$ cat config.mk
export PLATFORM = sky130hd
export DESIGN_NAME = lgs_gpio_ctrl
export DESIGN_NICKNAME = d
export VERILOG_FILES = /design/src/inc/lgs_pkg.sv /design/src/rtl/lgs_pin_cell.sv /design/src/rtl/lgs_gpio_ctrl.sv
export SDC_FILE = /design/constraint.sdc
export NUM_CORES = 1
export LEC_CHECK = 0
export BUFFER_PORTS_ARGS = -buffer_cell sky130_fd_sc_hd__clkbuf_2
export CAP_MARGIN = 20
export CELL_PAD_IN_SITES_DETAIL_PLACEMENT = 1
export CELL_PAD_IN_SITES_GLOBAL_PLACEMENT = 1
export CORE_ASPECT_RATIO = 2
export CORE_UTILIZATION = 40
export CTS_CLUSTER_DIAMETER = 100
export DETAILED_ROUTE_END_ITERATION = 12
export GPL_ROUTABILITY_DRIVEN = 0
export GPL_TIMING_DRIVEN = 0
export PLACE_DENSITY = 0.79
export SLEW_MARGIN = 30
export SYNTH_ARGS = -nofsm -noshare
export SYNTH_HDL_FRONTEND = slang
export SYNTH_SLANG_ARGS = --single-unit
$ cat constraint.sdc
create_clock -name clk_sys_i -period 2.6 [get_ports clk_sys_i]
set_clock_uncertainty 0.2 [all_clocks]
set_input_delay 0.26 -clock clk_sys_i [delete_from_list [all_inputs] [get_ports clk_sys_i]]
set_output_delay 0.26 -clock clk_sys_i [all_outputs]
set_load 0.05 [all_outputs]
$ cat src/inc/lgs_pkg.sv
// Function
// Bits 7:4 of source register pick remote pin data; bit 4+n is pin n
// Forward enable bits reset to all ones, pins default to remote data
// Bits 3:0 of source register hold local drive level; reset zero
// Local level drives pin only when forward clear and output enabled
// Direction bits 7:4 enable output drivers per pin; reset zero
// Direction bits 3:0 enable input buffers per pin; reset one
// Forward and output enable both set drive latest remote pin state
package lgs_pkg;

  // ****************************************
  // Register map
  // ****************************************
  localparam logic [7:0] SRC_ADDR = 8'h0d;
  localparam logic [7:0] DIR_ADDR = 8'h0e;
  localparam logic [7:0] SRC_RST = 8'hf0;
  localparam logic [7:0] DIR_RST = 8'h0f;

  // ****************************************
  // Field positions
  // ****************************************
  localparam int PIN_CNT = 4;
  localparam int FWD_LSB = 4;
  localparam int DRV_LSB = 0;
  localparam int OE_LSB = 4;
  localparam int IE_LSB = 0;

endpackage

$ cat src/rtl/lgs_pin_cell.sv
`timescale 1ns/1ns
module lgs_pin_cell (
  // Clock and reset
  input wire logic clk_sys_i,
  input wire logic sys_rst_i,
  // Per-pin configuration
  input wire logic fwd_en_i,
  input wire logic drv_val_i,
  input wire logic out_en_i,
  input wire logic in_en_i,
  // Remote pin state from the back channel
  input wire logic remote_val_i,
  // Pad signals
  input wire logic pad_i,
  output logic pad_o,
  output logic pad_oe_n_o,
  // Sampled pad level for the device
  output logic pad_in_o
);

  // ****************************************
  // Output path
  // ****************************************
  logic out_q, out_d;
  logic oe_n_q, oe_n_d;

  always_comb begin
    out_d = fwd_en_i ? remote_val_i : drv_val_i;
    oe_n_d = ~out_en_i;
  end

  always_ff @(posedge clk_sys_i or posedge sys_rst_i) begin
    if (sys_rst_i) begin
      out_q <= 1'b0;
      oe_n_q <= 1'b1;
    end else begin
      out_q <= out_d;
      oe_n_q <= oe_n_d;
    end
  end

  // ****************************************
  // Input path
  // ****************************************
  logic sync1_q, sync2_q, in_q, in_d;

  always_comb begin
    in_d = in_en_i ? sync2_q : 1'b0;
  end

  always_ff @(posedge clk_sys_i or posedge sys_rst_i) begin
    if (sys_rst_i) begin
      sync1_q <= 1'b0;
      sync2_q <= 1'b0;
      in_q <= 1'b0;
    end else begin
      sync1_q <= pad_i;
      sync2_q <= sync1_q;
      in_q <= in_d;
    end
  end

  assign pad_o = out_q;
  assign pad_oe_n_o = oe_n_q;
  assign pad_in_o = in_q;

endmodule

$ cat src/rtl/lgs_gpio_ctrl.sv
`timescale 1ns/1ns
module lgs_gpio_ctrl (
  // Clock and reset
  input wire logic clk_sys_i,
  input wire logic sys_rst_i,
  // Register port
  input wire logic [7:0] reg_addr_i,
  input wire logic reg_wr_i,
  input wire logic [7:0] reg_wdata_i,
  input wire logic reg_rd_i,
  output logic [7:0] reg_rdata_o,
  // Remote pin states from the back channel
  input wire logic [3:0] remote_pin_i,
  // Pads
  input wire logic [3:0] pin_i,
  output logic [3:0] pin_o,
  output logic [3:0] pin_oe_n_o,
  // Sampled pad levels
  output logic [3:0] pin_in_o
);

  // ****************************************
  // Registers
  // ****************************************
  logic [7:0] src_q, src_d;
  logic [7:0] dir_q, dir_d;
  logic [7:0] rdata_q, rdata_d;
  logic wr_src, wr_dir;

  always_comb begin
    wr_src = reg_wr_i && (reg_addr_i == lgs_pkg::SRC_ADDR);
    wr_dir = reg_wr_i && (reg_addr_i == lgs_pkg::DIR_ADDR);
    src_d = src_q;
    dir_d = dir_q;
    rdata_d = rdata_q;
    if (wr_src) begin
      src_d = reg_wdata_i;
    end
    if (wr_dir) begin
      dir_d = reg_wdata_i;
    end
    if (reg_rd_i) begin
      case (reg_addr_i)
        lgs_pkg::SRC_ADDR: rdata_d = src_q;
        lgs_pkg::DIR_ADDR: rdata_d = dir_q;
        default: rdata_d = 8'h00;
      endcase
    end
  end

  always_ff @(posedge clk_sys_i or posedge sys_rst_i) begin
    if (sys_rst_i) begin
      src_q <= lgs_pkg::SRC_RST;
      dir_q <= lgs_pkg::DIR_RST;
      rdata_q <= 8'h00;
    end else begin
      src_q <= src_d;
      dir_q <= dir_d;
      rdata_q <= rdata_d;
    end
  end

  assign reg_rdata_o = rdata_q;

  // ****************************************
  // Pin cells
  // ****************************************
  genvar gi;
  generate
    for (gi = 0; gi < lgs_pkg::PIN_CNT; gi++) begin : g_pin
      lgs_pin_cell u_cell (
        .clk_sys_i(clk_sys_i),
        .sys_rst_i(sys_rst_i),
        .fwd_en_i(src_q[lgs_pkg::FWD_LSB + gi]),
        .drv_val_i(src_q[lgs_pkg::DRV_LSB + gi]),
        .out_en_i(dir_q[lgs_pkg::OE_LSB + gi]),
        .in_en_i(dir_q[lgs_pkg::IE_LSB + gi]),
        .remote_val_i(remote_pin_i[gi]),
        .pad_i(pin_i[gi]),
        .pad_o(pin_o[gi]),
        .pad_oe_n_o(pin_oe_n_o[gi]),
        .pad_in_o(pin_in_o[gi])
      );

    end
  endgenerate
endmodule

# ---- Word level (Yosys, flattened, before mapping)
# Index checks and enable logic that the tools add are counted.
dict set report word_totals {
  register_bits 44
  latchBits 0
  ramBits 0
  romBits 0
  in_bits 28
  output_inout_bits 20
  mem_count 0
}
dict set report classes {
  n_addsub 0
  n_mul 0
  n_div 0
  magnitude_cmp 0
  n_eq_ne 2
  n_shift 0
  mux 9
  bitwise_logic 4
  n_reduce_logical 2
}
# op n
set ops {}
lappend ops {{8-bit by 4-bit equality test with 1-bit output (second input constant)} 2}
lappend ops {{8-bit one-hot mux with 2 select lines} 1}
lappend ops {{1-bit two-way mux} 8}
lappend ops {{1-bit NOT} 4}
lappend ops {{1-bit logical AND} 2}

# ---- Depth between registers and ports, before layout
dict set report logic_depth {
  ltp_word 2
  mapped_depth 4
  mapped_depth_nobuf 3
}

# ---- Cells and area by module
# A second synthesis with hierarchy kept.
dict set report hier_totals {
  hier_cells 112
  area_unflattened_um2 1671.6
}
# mod n_inst cells_each area_each_um2 seq_area_each_um2
set modules_own_cells {}
lappend modules_own_cells {lgs_gpio_ctrl 1 76 1051.0 610.6}
lappend modules_own_cells {lgs_pin_cell 4 9 155.1 126.4}

# ---- Worst setup path after synthesis
# No wires, ideal clock.
dict set report synth_path {
  path_type {input -> register}
  from {in reg_addr_i[5]}
  to {reg dir_q[4]}
  setup_time_ns 0.125
  t_arrival_ns 1.145
  required_ns 2.275
  setup_slack_ns 1.130
  path_stages 3
  cell_sequence {nor4_4 -> nand4_2 -> mux2_2}
}
dict set report synth_via {
  elab_chain_cells 2
}
# element line
set synth_lines {}
lappend synth_lines {{start, declared} lgs_gpio_ctrl.sv:7} ;# input wire logic [7:0] reg_addr_i,
lappend synth_lines {{8-bit by 4-bit equality test with 1-bit output} lgs_gpio_ctrl.sv:32} ;# wr_dir = reg_wr_i && (reg_addr_i == lgs_pkg::DIR_ADDR);
lappend synth_lines {{1-bit logical AND} lgs_gpio_ctrl.sv:32}
lappend synth_lines {{end signal, assigned} lgs_gpio_ctrl.sv:54} ;# dir_q <= lgs_pkg::DIR_RST;
lappend synth_lines {{end signal, assigned} lgs_gpio_ctrl.sv:58} ;# dir_q <= dir_d;
lappend synth_lines {{end, declared} lgs_gpio_ctrl.sv:26} ;# logic [7:0] dir_q, dir_d;
# No other way between the ends.
# A chain may end at the register's enable or synchronous reset.

# ---- Final worst setup path
dict set report layout_path {
  from {reg g_pin[1].u_cell.oe_n_q}
  to {out pin_oe_n_o[1]}
}
# element line
set layout_rtl {}
lappend layout_rtl {{start, declared} lgs_pin_cell.sv:25} ;# logic oe_n_q, oe_n_d;
lappend layout_rtl {{start signal, assigned} lgs_pin_cell.sv:38} ;# oe_n_q <= oe_n_d;
lappend layout_rtl {{end, declared} lgs_gpio_ctrl.sv:17} ;# output logic [3:0] pin_oe_n_o,
# No word-level cell between the ends.

==> metrics <==
via-per-instance ratio=4.82; top post-synthesis cells by area=sky130_fd_sc_hd__dfrtp_1 47%, sky130_fd_sc_hd__dfstp_2 18%, sky130_fd_sc_hd__mux2_2 13%, sky130_fd_sc_hd__buf_4 5.3%, sky130_fd_sc_hd__a22oi_1 3.5%; placeable core region=4090 µm²; maximum cell stage delay along the critical path=520 ps; sink count of the clock tree=44; post-route DRC violation count=0; final hold violations=0; nature of the critical path endpoint=output pin; global-route wire length before repair=5970 µm; number of stages on the worst hold path=2; power density cells=637 nW/µm²; clock slew at reported path FFs=80 ps; Reg2Reg Depth=1; number of maximum-capacitance violations=0; total instance count after detailed placement=220; Max Root-Sink Buffers=2; Root Buffer Master=sky130_fd_sc_hd__clkbuf_8; post-synthesis to final-layout area growth=29.3%; cts bufs inserted=5; Synthesized Nets=148; total detailed-routing wirelength=3660 µm; Final Power=1.41 mW; number of instances resized during post-cts repair=0; violation count after the first detailed-routing iteration=12; list of most frequent post-synthesis cells=32 x sky130_fd_sc_hd__dfrtp_1, 20 x sky130_fd_sc_hd__mux2_2, 12 x sky130_fd_sc_hd__buf_4, 12 x sky130_fd_sc_hd__dfstp_2, 9 x sky130_fd_sc_hd__nand2_1; total standard cell area after synthesis=1710 µm²; Hold/Removal Path Class=input pin to flip-flop; max-slew violations=0; die outline width=48.3 µm; number of antenna violations at the first check in global routing=0; number of global-route vias before repair=1249; setup slack of the most critical reg-to-reg path=1400 ps; run status=finished, final reports clean; I/O pin count=48; Cell variety after synth=15; register cell area after layout=1120 µm²; total area of multi-input combinational cells=469 µm²; timing-limited maximum frequency=0.616 GHz; count of nets after finishing=209; time the final worst path needs with I/O delays and setup=1620 ps; clock latency on the worst-skew pair=290 ps; overall die height=94.5 µm; via count=1127; pin count of the biggest net entering global routing=29; register bit count reported by yosys=44; fraction of layout instances using a drive strength above 1=58.2%; Detailed Routing Iterations Pass 1=4; Synth area leader=sky130_fd_sc_hd__dfrtp_1; H-tree depth=2; # Post-CTS Setup Buffers=0; Tightest Pin Transition=456 ps; async set or reset register ratio after synthesis=100%; Stages on worst setup path=2; unrepaired setup endpoints after global routing=no; FP Rows=33; GRT overflow=0; count of flip-flops with a built-in enable after synthesis=0; top-count cell post-synth=sky130_fd_sc_hd__dfrtp_1; GRT Resource Usage Total=19.2%; post-synthesis instance total=120; static power due to leakage=1.11 nW; data arrival time of the critical path=1160 ps; portion of the post-synthesis area used by sequential elements=65.2%; proportion of netlist area held by the largest area contributor=46.8%; Final TNS setup=0 ps; average detailed-routed wire length per instance=15.6 µm; final setup violation count=0; starting utilization of the core area=41.9%; ys flop type=sky130_fd_sc_hd__dfrtp_1; Antenna Violating Nets Remaining=0; maximum vdd drop=0.000533 V; tightest slew margin relative to the limit=69.6%; family with the most delay on the worst path=flip-flops; maximum fanout encountered on the critical timing path=1; Worst Path Buf+Inv=2; clock tree from TritonCTS=done; syn_area_per_cell=14.3 µm²; count of buffers inserted at the top-level ports=47; HPWL Detailed=2700 µm; worst setup path category=flip-flop to output pin; critical path data required time=2140 ps; number of filler cells placed in the layout=437; Worst path slowest cell=sky130_fd_sc_hd__dfstp_2; Final Instance Count excl. Fillers=234; portion of the clock cycle consumed by the worst path in the final layout=62.4%; die area=4560 µm²; cell-by-cell listing of the critical path=buf_4 -> clkbuf_2; category of the worst setup path launch point=flip-flop; number of antenna repair diodes=0; CTS Hold Buffers Added=6; Syn. warnings=0
## final timing paths
| check | start | end |
|---|---|---|
| worst max-delay path | g_pin[1].u_cell.pad_oe_n_o$_DFF_PP1_ | pin_oe_n_o[1] |
| worst min-delay path | remote_pin_i[0] | g_pin[0].u_cell.pad_o$_DFF_PP0_ |
| worst max register to register | src_q[5]$_DFFE_PP1P_ | g_pin[1].u_cell.pad_o$_DFF_PP0_ |
| worst min register to register | g_pin[1].u_cell.sync1_q$_DFF_PP0_ | g_pin[1].u_cell.sync2_q$_DFF_PP0_ |
| max in group asynchronous | sys_rst_i | g_pin[0].u_cell.pad_oe_n_o$_DFF_PP1_ |
| min in group asynchronous | sys_rst_i | g_pin[3].u_cell.pad_in_o$_DFF_PP0_ |
## cells in the final DEF, fill, tap and decap left out, types with 2 or more instances in the layout
| master | synthesis | routed |
|---|---|---|
| sky130_fd_sc_hd__a22oi_1 | 8 | 8 |
| sky130_fd_sc_hd__dlygate4sd3_1 | 0 | 6 |
| sky130_fd_sc_hd__nand2_1 | 9 | 9 |
| sky130_fd_sc_hd__nand4_2 | 2 | 2 |
| sky130_fd_sc_hd__dfrtp_1 | 32 | 32 |
| sky130_fd_sc_hd__clkbuf_2 | 0 | 47 |
| sky130_fd_sc_hd__mux2_2 | 20 | 20 |
| sky130_fd_sc_hd__dfstp_2 | 12 | 12 |
| sky130_fd_sc_hd__buf_2 | 2 | 2 |
| sky130_fd_sc_hd__o31ai_1 | 8 | 8 |
| sky130_fd_sc_hd__clkbuf_8 | 0 | 6 |
| sky130_fd_sc_hd__nor2b_1 | 2 | 2 |
| sky130_fd_sc_hd__and2_1 | 4 | 4 |
| sky130_fd_sc_hd__inv_1 | 6 | 5 |
| sky130_fd_sc_hd__buf_4 | 12 | 12 |
## kinds of logic after synthesis
| group | after synthesis | synth area share, % |
|---|---|---|
| buf+inv | 21 | 7.38 |
| compound gates | 16 | 7.02 |
| simple gates | 19 | 7.24 |
| flops | 44 | 65.2 |
| mux | 20 | 13.2 |
## registers in the layout, summed over array words and instances, names as in the netlist
signal                   count
dir_q                        8
reg_rdata_o                  8
src_q                        8
g_pin.u_cell.pad_in_o        4
g_pin.u_cell.pad_o           4
g_pin.u_cell.pad_oe_n_o      4
g_pin.u_cell.sync1_q         4
g_pin.u_cell.sync2_q         4
## final cells by class
cell class / instances / share of cell area, %
clock buffer: 6 / 3.73
sequential: 44 / 50.4
timing repair buffer: 54 / 14.2
clock inverter: 2 / 1.75
multi-input combinational: 55 / 21.2
inverter: 6 / 1.02
tap: 52 / 2.94
buffer: 15 / 4.69
## metal layers
metal	GRT usage (%)	wire length, µm	share of wire (%)	vias up
met3	4.59	120	3.3	9
met5	0	0	0	-
met1	21.4	1320	36	566
met4	6.48	83	2.3	0
li1	-	-	-	523
met2	33.3	2130	58	29
## stage by stage
step	util, %	hold slack, ps	worst slack (ps)	cell area, µm²
after global placement	49.2	133	710	2010
after global routing	54.1	3.88	937	2210
after CTS	54.1	0.0110	962	2210
after floorplan	-	91.4	1130	1710
final	54.1	3.68	977	2210
after detailed placement	49.7	40.8	783	2030
## report_power, final
group | switching [mW] | total (mW) | internal (mW)
logic | 0.0811 | 0.140 | 0.0588
clock network | 0.224 | 0.538 | 0.314
registers | 0.0145 | 0.733 | 0.718
total | 0.319 | 1.41 | 1.09
No activity file was read; power rests on OpenSTA's default activity.
